**config.mk**
```make
export PLATFORM = sky130hd
export DESIGN_NAME = arh_core
export DESIGN_NICKNAME = d
export VERILOG_FILES = /design/src/inc/arh_pkg.sv /design/src/arh_core.sv /design/src/arh_tick.sv
export VERILOG_INCLUDE_DIRS = /design/src /design/src/inc
export SDC_FILE = /design/constraint.sdc
export NUM_CORES = 1
export LEC_CHECK = 0
export BUFFER_PORTS_ARGS = -buffer_cell sky130_fd_sc_hd__buf_2
export CORE_MARGIN = 4
export CORE_UTILIZATION = 65
export DETAILED_ROUTE_END_ITERATION = 12
export MAX_ROUTING_LAYER = met4
export PLACE_DENSITY = 0.83
export SKIP_CTS_REPAIR_TIMING = 1
export SYNTH_ARGS = -nofsm -noshare
export SYNTH_HDL_FRONTEND = slang
export SYNTH_SLANG_ARGS = --single-unit
```
**constraint.sdc**
```tcl
create_clock -name core_clk -period 22.4 [get_ports core_clk]
set_input_delay 1.12 -clock core_clk [delete_from_list [all_inputs] [get_ports core_clk]]
set_output_delay 1.12 -clock core_clk [all_outputs]
set_load 0.1 [all_outputs]
```
**src/inc/arh_regs.svh**
```systemverilog
/*
 constants for the alarm reset and history log block: widths, slot count,
 codes and timing counts. assumes a 200 MHz core clock.
*/
`ifndef ARH_REGS_SVH
`define ARH_REGS_SVH
`define ARH_CLK_MHZ        200
`define ARH_TICK_MS        100
`define ARH_TICK_CYC       (`ARH_CLK_MHZ * 1000 * `ARH_TICK_MS)
`define ARH_HOUR_S         3600
`define ARH_HOUR_TICKS     (`ARH_HOUR_S * 1000 / `ARH_TICK_MS)
`define ARH_SLOTS          10
`define ARH_IDX_W          4
`define ARH_CODE_W         12
`define ARH_TIME_W         32
`define ARH_PIN_W          3
`define ARH_PINS           8
`define ARH_PIN_DEFAULT    3'h0
`define ARH_NO_ALARM       12'h000
`endif

```
**src/inc/arh_pkg.sv**
```systemverilog
/*
 types for the alarm reset and history log block.
 assumes arh_regs.svh is compiled with it.
*/
`include "arh_regs.svh"
package arh_pkg;
  typedef logic [`ARH_CODE_W-1:0] arh_code_t;   // alarm code
  typedef logic [`ARH_TIME_W-1:0] arh_time_t;   // 100 ms ticks
  typedef enum logic [1:0] {
    ARH_IDLE   = 2'b00,
    ARH_ACTIVE = 2'b01
  } arh_state_t;
endpackage

```
**src/arh_core.sv**
```systemverilog
/*
 alarm latch with pin selectable fault clear, and a ten slot alarm
 history with 100 ms operation time stamps. slot contents stand in
 flip-flops that are meant to map onto retained storage; reset_n is the
 power-on reset and does not touch them.
 assumes: inputs synchronous to core_clk; alarm_raise is a one-cycle pulse.
*/
`timescale 1ns/1ps
`include "arh_regs.svh"
module arh_core #(
  parameter int unsigned TICK_CYC   = `ARH_TICK_CYC,
  parameter int unsigned HOUR_TICKS = `ARH_HOUR_TICKS
) (
  // clock and reset
  input  wire logic                   core_clk,
  input  wire logic                   reset_n,
  // contact inputs and pin allocation
  input  wire logic [`ARH_PINS-1:0]   contact_in_n,
  input  wire logic [`ARH_PIN_W-1:0]  fault_clear_pin_select,
  // alarm sources
  input  wire logic                   alarm_raise,
  input  wire logic                   alarm_is_warning,
  input  wire arh_pkg::arh_code_t     alarm_code,
  // power status and history control
  input  wire logic                   power_on,
  input  wire logic                   hist_clear,
  input  wire logic                   param_write_prot,
  // outputs
  output logic                        fault_active_out,
  output arh_pkg::arh_code_t          active_code,
  output arh_pkg::arh_time_t          op_time,
  // history read port
  input  wire logic [`ARH_IDX_W-1:0]  hist_index,
  output arh_pkg::arh_code_t          hist_code,
  output arh_pkg::arh_time_t          hist_time
);

  // 100 ms enable
  logic tick;
  arh_tick #(.DIV(TICK_CYC)) u_tick (
    .core_clk (core_clk),
    .reset_n  (reset_n),
    .tick     (tick)
  );

  // selected fault clear contact, active low
  logic fault_clear_n;
  assign fault_clear_n = contact_in_n[fault_clear_pin_select];

  // alarm latch state
  arh_pkg::arh_state_t st_q;
  arh_pkg::arh_code_t  act_q;
  logic                alarm_ev;   // alarm-class event
  assign alarm_ev = alarm_raise && !alarm_is_warning;

  // operation time and since-last-store counters
  arh_pkg::arh_time_t op_q;
  arh_pkg::arh_time_t since_q;
  logic               time_run;
  assign time_run = tick && power_on;

  // history storage, index 0 holds slot 01
  arh_pkg::arh_code_t code_m [`ARH_SLOTS];
  arh_pkg::arh_time_t time_m [`ARH_SLOTS];
  logic               has_any_q;    // slot 01 holds a real entry

  // store decision
  logic same_code;
  logic recent;
  logic do_store;
  logic do_clear;
  assign same_code = has_any_q && (code_m[0] == alarm_code);
  assign recent    = since_q < 32'(HOUR_TICKS);
  assign do_store  = alarm_ev && !(same_code && recent);
  assign do_clear  = hist_clear && !param_write_prot;

  // alarm latch: set on alarm, cleared by fault clear; set wins
  always_ff @(posedge core_clk or negedge reset_n) begin
    if (!reset_n) begin
      st_q  <= arh_pkg::ARH_IDLE;
      act_q <= `ARH_NO_ALARM;
    end else begin
      case (st_q)
        arh_pkg::ARH_IDLE: begin
          if (alarm_ev) begin
            st_q  <= arh_pkg::ARH_ACTIVE;
            act_q <= alarm_code;
          end
        end
        arh_pkg::ARH_ACTIVE: begin
          if (alarm_ev) begin
            act_q <= alarm_code;
          end else if (!fault_clear_n) begin
            st_q  <= arh_pkg::ARH_IDLE;
            act_q <= `ARH_NO_ALARM;
          end
        end
        default: begin
          st_q <= arh_pkg::ARH_IDLE;
        end
      endcase
    end
  end
  assign fault_active_out = (st_q == arh_pkg::ARH_ACTIVE);
  assign active_code      = act_q;

  // 32-bit 100 ms counter: 2^32 ticks is about 13.6 years
  always_ff @(posedge core_clk or negedge reset_n) begin
    if (!reset_n) begin
      op_q <= '0;
    end else if (time_run) begin
      op_q <= op_q + 32'h1;
    end
  end
  assign op_time = op_q;

  // ticks since the newest stored entry, saturating
  always_ff @(posedge core_clk or negedge reset_n) begin
    if (!reset_n) begin
      since_q <= '0;
    end else if (do_store) begin
      since_q <= '0;
    end else if (time_run && since_q != 32'hffff_ffff) begin
      since_q <= since_q + 32'h1;
    end
  end

  // history shift: no reset, so alarm reset and power-on keep it
  always_ff @(posedge core_clk) begin
    if (do_clear) begin
      for (int i = 0; i < `ARH_SLOTS; i++) begin
        code_m[i] <= `ARH_NO_ALARM;
        time_m[i] <= '0;
      end
    end else if (do_store) begin
      for (int i = `ARH_SLOTS - 1; i > 0; i--) begin
        code_m[i] <= code_m[i-1];
        time_m[i] <= time_m[i-1];
      end
      code_m[0] <= alarm_code;
      time_m[0] <= op_q;
    end
  end

  // slot 01 valid flag, kept alongside the retained slots
  always_ff @(posedge core_clk) begin
    if (do_clear) begin
      has_any_q <= 1'b0;
    end else if (do_store) begin
      has_any_q <= 1'b1;
    end
  end

  // read port, index 1..10; others return the empty pattern
  logic idx_ok;
  logic [`ARH_IDX_W-1:0] idx0;
  assign idx_ok = (hist_index >= 4'h1) && (hist_index <= 4'ha);
  assign idx0   = hist_index - 4'h1;
  always_ff @(posedge core_clk or negedge reset_n) begin
    if (!reset_n) begin
      hist_code <= `ARH_NO_ALARM;
      hist_time <= '0;
    end else begin
      hist_code <= idx_ok ? code_m[idx0] : `ARH_NO_ALARM;
      hist_time <= idx_ok ? time_m[idx0] : '0;
    end
  end
endmodule // arh_core

```
**src/arh_tick.sv**
```systemverilog
/*
 one-cycle enable divider: pulses once every DIV cycles.
 assumes a single free running clock.
*/
`timescale 1ns/1ps
module arh_tick #(
  parameter int unsigned DIV = 20000000
) (
  // clock and reset
  input  wire logic core_clk,
  input  wire logic reset_n,
  // enable out
  output logic      tick
);
  logic [31:0] cnt_q;  // cycle counter
  logic        wrap;   // end of period
  assign wrap = (cnt_q == 32'(DIV - 1));
  // free running count, wraps at DIV
  always_ff @(posedge core_clk or negedge reset_n) begin
    if (!reset_n) begin
      cnt_q <= 32'h0;
    end else begin
      cnt_q <= wrap ? 32'h0 : cnt_q + 32'h1;
    end
  end
  assign tick = wrap;
endmodule // arh_tick

```
## Word-level counts from Yosys, hierarchy flattened

Memories as Yosys holds them, arrays and structs flattened.
Index checks and enable logic that the tools add are counted.

| storage, ports and cells | value |
|---|---|
| register bits after elaboration | 155 |
| bits in latches | 0 |
| bits in writable memories | 440 |
| ROM bits | 0 |
| input bits | 34 |
| memories kept | 2 |

Memory list:

| memory | depth | bits a word | read ports | clocked after Yosys merged registers in | wr ports | line | RTL |
|---|---|---|---|---|---|---|---|
| time_m | 10 | 32 | 10 | 0 | 10 | arh_core.sv:64 | `` arh_pkg::arh_time_t time_m [`ARH_SLOTS]; `` |
| code_m | 10 | 12 | 10 | 0 | 10 | arh_core.sv:63 | `` arh_pkg::arh_code_t code_m [`ARH_SLOTS]; `` |

| operators by class | value |
|---|---|
| add/sub/neg operators | 4 |
| $mul | 0 |
| div/mod/pow operators | 0 |
| $lt $le $gt $ge | 4 |
| equality and inequality tests | 8 |
| shifts and indexed selects | 0 |
| multiplexer cells | 40 |
| bitwise gates (word level) | 20 |
| reduce and logical (&&, ||, !) cells | 16 |

Operator list:

| operator | count |
|---|---|
| 32-bit two-way mux | 14 |
| 12-bit two-way mux | 14 |
| 32-bit by 1-bit adder with 32-bit output (second input constant) | 3 |
| 32-bit by 25-bit equality test with 1-bit output (second input constant) | 1 |
| 32-bit by 16-bit less-than comparator with 1-bit output (second input constant) | 1 |
| 32-bit inequality test (second input constant) | 1 |
| 12-bit one-hot mux with 2 select lines | 1 |
| 1-bit bitwise OR | 20 |
| 12-bit equality test | 1 |
| 1-bit logical AND | 8 |
| 1-bit two-way mux | 6 |
| 2-bit two-way mux | 3 |
| 2-bit inequality test (second input constant) | 3 |
| 3-bit AND reduction | 2 |
| 4-bit by 1-bit greater-or-equal comparator with 1-bit output (second input constant) | 1 |
| 4-bit less-or-equal comparator (second input constant) | 1 |
| 3-bit by 4-bit less-than comparator with 1-bit output (second input constant) | 1 |
| 2-bit one-hot mux with 2 select lines | 1 |
| 2-bit nonzero test | 2 |
| 4-bit by 1-bit subtractor with 4-bit output (second input constant) | 1 |
| 1-bit binary-select mux with 3-bit select | 1 |
| 1-bit logical NOT | 3 |
| 3-bit by 2-bit inequality test with 1-bit output (second input constant) | 1 |
| 2-bit by 1-bit equality test with 1-bit output (second input constant) | 1 |
| 2-bit logical NOT | 1 |

## Logic depth before layout (Yosys ltp)

| logic depth | value |
|---|---|
| depth after elaboration | 9 |
| gate-level depth with buffers | 11 |

## Hierarchy

Synthesis repeated with hierarchy kept, for this count alone.

| unflattened totals | value |
|---|---|
| cells, all modules | 1838 |
| area total of the unflattened synthesis | 26386.6 um^2 |

By module, submodules not included:

| module | times used | cells an instance | area an instance (um^2) | seq. area each (um^2) |
|---|---|---|---|---|
| arh_core | 1 | 1680 | 24796.3 | 16260.6 |
| arh_tick | 1 | 158 | 1590.3 | 800.8 |

## Worst setup path before layout

No wires, ideal clock.

| path | value |
|---|---|
| path kind | input port to flip-flop |
| start point | in alarm_code[6] |
| end point | mem code_m[0][0] (netlist name), enable pin |
| data arrival time | 7031 ps |
| setup slack | 14745 ps |
| stages | 5 |
| path buffers | 0 |
| cell sequence | xnor2_1 nand4_1 a311oi_1 a21oi_1 or2_2 |

RTL lines:

| what | line | RTL |
|---|---|---|
| start: declaration | arh_core.sv:23 | `input wire arh_pkg::arh_code_t alarm_code,` |
| end: declaration | arh_core.sv:63 |  |

==> implementation parameters <==
Parameter                              Value

Run status
  Run status ... complete, no violations

Die
  Starting Density ... 66.4%
  Overall die area ... 44,300 um2
  I/O pins ... 123
  Chip Width ... 210 um
  Placeable Area ... 40,100 um2
  Vertical die dimension ... 210 um
  Row Count ... 73

Setup path
  Arrival time of data at the critical path endpoint ... 5.49 ns
  Maximum fanout count along the critical path ... 80
  Minimum setup slack among reg-to-reg paths ... 17.20 ns
  Startpoint type of the worst setup path ... input port
  CP most frequent cell ... sky130_fd_sc_hd__buf_4
  Series of cell instances along the critical path ... buf_2, xnor2_1, nand4_1, a311oi_1, a21oi_2, buf_4, or2_4, buf_4, buf_4, buf_4
  Worst reg2reg startpoint ... since_q[7]
  Endpoint of the worst register-to-register path ... time_m[3][14]
  Crit. End Element ... flip-flop
  Logic depth of the worst register-to-register path ... 9
  Critical setup path kind ... input port to flip-flop
  Critical Path Max Stage Delay ... 0.88 ns
  Data required time at the worst endpoint ... 22.62 ns
  Worst path top cell family by delay ... buffers and inverters
  Sum of buffers and inverters on the critical path ... 5
  Worst path slowest cell ... sky130_fd_sc_hd__buf_4

Clock tree
  Clock tree sinks ... 594
  CTS tree ... built
  Clock Tree Buf Depth ... 3
  Root Buffer ... sky130_fd_sc_hd__clkbuf_16
  Later-pin clock latency in the skew report ... 0.61 ns
  Clock transition at the registers of the reported paths ... 0.06 ns
  Deepest level of the CTS H-tree ... 2
  Total clock buffers created by CTS ... 58

Global routing
  Remaining Overflow, GRT ... 0
  Number of antenna violations at the first check in global routing ... 0
  Global-route wire length before repair ... 84.4 mm
  Total routing usage reported by global routing ... 24.3%
  Largest net degree at the start of global routing ... 153
  Via count of the first global-routing pass ... 15,600

STA
  Post-layout worst setup margin ... 17.13 ns
  RSZ-0062 raised after global routing ... false
  Final setup fails ... 0
  Final count of hold timing violations ... 0
  Transition time of the tightest slew-check pin ... 1.15 ns
  Final worst-path cycle share ... 23.5%
  Maximum clock frequency ... 0.190 GHz
  Final total negative setup slack ... 0 ns
  Post-route minimum period ... 5.27 ns
  Hold WS ... 0.464 ns
  Number of pins exceeding their max-slew limit in the final report ... 0
  Max transition margin ... 23.6%
  Skew final ... 0.0218 ns

Place
  Placement-stage cell area ... 27,700 um2
  Final HPWL DP ... 30.7 mm
  Placement Setup Slack ... 16.51 ns
  Count of input and output buffers ... 122
  Routability congestion estimate from global placement ... 0.865

Route
  Average routed wire per standard cell ... 20.4 um
  Detailed-route DRC error count ... 0
  Final wirelength ... 51.9 mm
  Routed via count ... 15,600
  Detailed-routing iteration count for the pre-antenna-repair pass ... 5
  Average via count per standard cell ... 6.14
  DR iter-0 viols ... 1,421
  DRT antenna net count ... 0

Synth
  Dominant register cell in the synthesized netlist ... sky130_fd_sc_hd__edfxtp_1
  Count of mapped cells out of synthesis ... 1,882
  Total of flip-flops plus latches after synthesis ... 594
  Share of synthesized area occupied by flip-flops and latches ... 64.1%
  Mapped Avg Cell Area ... 14.1 um2
  Number of synthesized flops with an enable pin ... 440
  Async set-reset flop share out of synthesis ... 25.8%
  Netlist cell types ... 54
  Cell Area, Synth ... 26,600 um2
  Synth Net Count ... 1,923
  Syn. warnings ... 0

Power and ir drop
  Leak ... 11.3 nW
  Power per standard cell area ... 89.3 nW/um2
  Worst voltage drop across the vdd grid ... 67.0 uV

Layout
  Fraction of the core area covered by cells at the end of the flow ... 73.6%
  Antenna diode instance count ... 0
  Most frequent cells in the layout ... 446 x sky130_fd_sc_hd__and2_1, 440 x sky130_fd_sc_hd__edfxtp_1, 153 x sky130_fd_sc_hd__dfrtp_1
  Layout fillers ... 2,479
  Post-route cell area ... 29,500 um2
  Most common cell after layout, fill and taps aside ... sky130_fd_sc_hd__and2_1
  Relative area change from synthesis to final layout ... 10.8%
  Layout net count ... 2,005
  Share of layout cells above drive strength 1 ... 16.4%

Worst hold path
  Class of the tightest hold or removal check ... flip-flop to flip-flop
  End point of the most critical hold path ... u_tick.cnt_q[0]
  Min-Delay Startpoint ... u_tick.cnt_q[0]
  Number of cells on the worst hold path ... 1

Run
  Number of max-capacitance violations reported ... 0
stage by stage:
| stage | std cells | total power, W |
|---|---|---|
| after floorplan | 1882 | 0.00163 |
| after global placement | 2429 | 0.00170 |
| after detailed placement | 2429 | 0.00172 |
| after CTS | 2539 | 0.00266 |
| after global routing | 2539 | 0.00273 |
| final | 2539 | 0.00264 |
cells in the mapped netlist (30+ instances only):
master,count,area (um2)
sky130_fd_sc_hd__and2_1,446,2790
sky130_fd_sc_hd__edfxtp_1,440,13200
sky130_fd_sc_hd__dfrtp_1,153,3830
sky130_fd_sc_hd__clkbuf_1,101,379
sky130_fd_sc_hd__a211oi_1,92,691
sky130_fd_sc_hd__mux4_2,90,2030
sky130_fd_sc_hd__mux2i_1,45,450
sky130_fd_sc_hd__nand2_1,45,169
sky130_fd_sc_hd__nor2b_1,44,275
sky130_fd_sc_hd__nor2_1,42,158
sky130_fd_sc_hd__xor2_1,37,324
sky130_fd_sc_hd__xnor2_1,36,315
sky130_fd_sc_hd__nand3_1,35,175
sky130_fd_sc_hd__a21oi_1,30,150
worst max-delay path by stage:
| stage | from | end | slack (ns) | cells after the start |
|---|---|---|---|---|
| 2_1_floorplan | alarm_code[6] | code_m[0][0] | 14.75 | 5 |
| 3_3_place_gp | alarm_code[7] | time_m[8][21] | 16.62 | 10 |
| 3_5_place_dp | alarm_code[4] | time_m[1][14] | 16.51 | 10 |
| 4_1_cts | alarm_code[4] | time_m[6][13] | 17.14 | 10 |
| 5_1_grt | alarm_code[7] | time_m[6][13] | 16.74 | 10 |
| 6_report | alarm_code[7] | time_m[3][14] | 17.13 | 10 |
metal layers:
layer  vias up  track usage, %  wire length, um
li1       7133               -                -
met1      7945            36.7            23700
met2       429            36.2            24600
met3        70            3.26             2650
met4         0            6.10              956
met5         -               -                0
area by class of cell:
| type | instances | area (um2) | share of cell area, % |
|---|---|---|---|
| repair buffers | 139 | 753 | 2.55 |
| clock buffers | 81 | 1580 | 5.35 |
| multi-input cells | 1148 | 9110 | 30.9 |
| inverters | 23 | 86.3 | 0.293 |
| flip-flops and latches | 594 | 17100 | 57.8 |
| well taps | 525 | 657 | 2.23 |
| clock inverters | 29 | 264 | 0.895 |
worst register-to-register path: cells and delay by family, from the launching register on:
| kind | cells | cell delay, ns |
|---|---|---|
| and+or+nand+nor | 2 | 0.82 |
| buffers and inverters | 4 | 3.00 |
| DFF | 1 | 0.43 |
| AOI/OAI and AO/OA | 3 | 0.53 |
sequential cells by signal, indices dropped and copies added, names as in the netlist:
| signal | count |
|---|---|
| time_m | 320 |
| has_any_q | 1 |
| st_q | 1 |
| active_code | 12 |
| hist_code | 12 |
| since_q | 32 |
| op_time | 32 |
| u_tick.cnt_q | 32 |
| code_m | 120 |
| hist_time | 32 |
kinds of logic (layout without fill, tap and decap cells):
| logic type | count (synthesis) | after routing | share of synthesized area [%] |
|---|---|---|---|
| AOI/OAI and AO/OA | 180 | 180 | 4.83 |
| xor gates and xnor gates | 73 | 73 | 2.40 |
| adders and majority gates | 7 | 7 | 0.329 |
| buffers and inverters | 140 | 272 | 2.03 |
| DFF | 594 | 594 | 64.1 |
| muxes | 136 | 136 | 9.35 |
| and+or+nand+nor | 752 | 752 | 17.0 |
power by group:
group / internal, W / switching, W / total [W] / leakage [nW]
Clock: 0.000539 / 0.000403 / 0.000941 / 0.894
Combinational: 0.0000956 / 0.000287 / 0.000382 / 3.94
Sequential: 0.00127 / 0.0000409 / 0.00131 / 6.44
(Power assumes the default switching activity.)
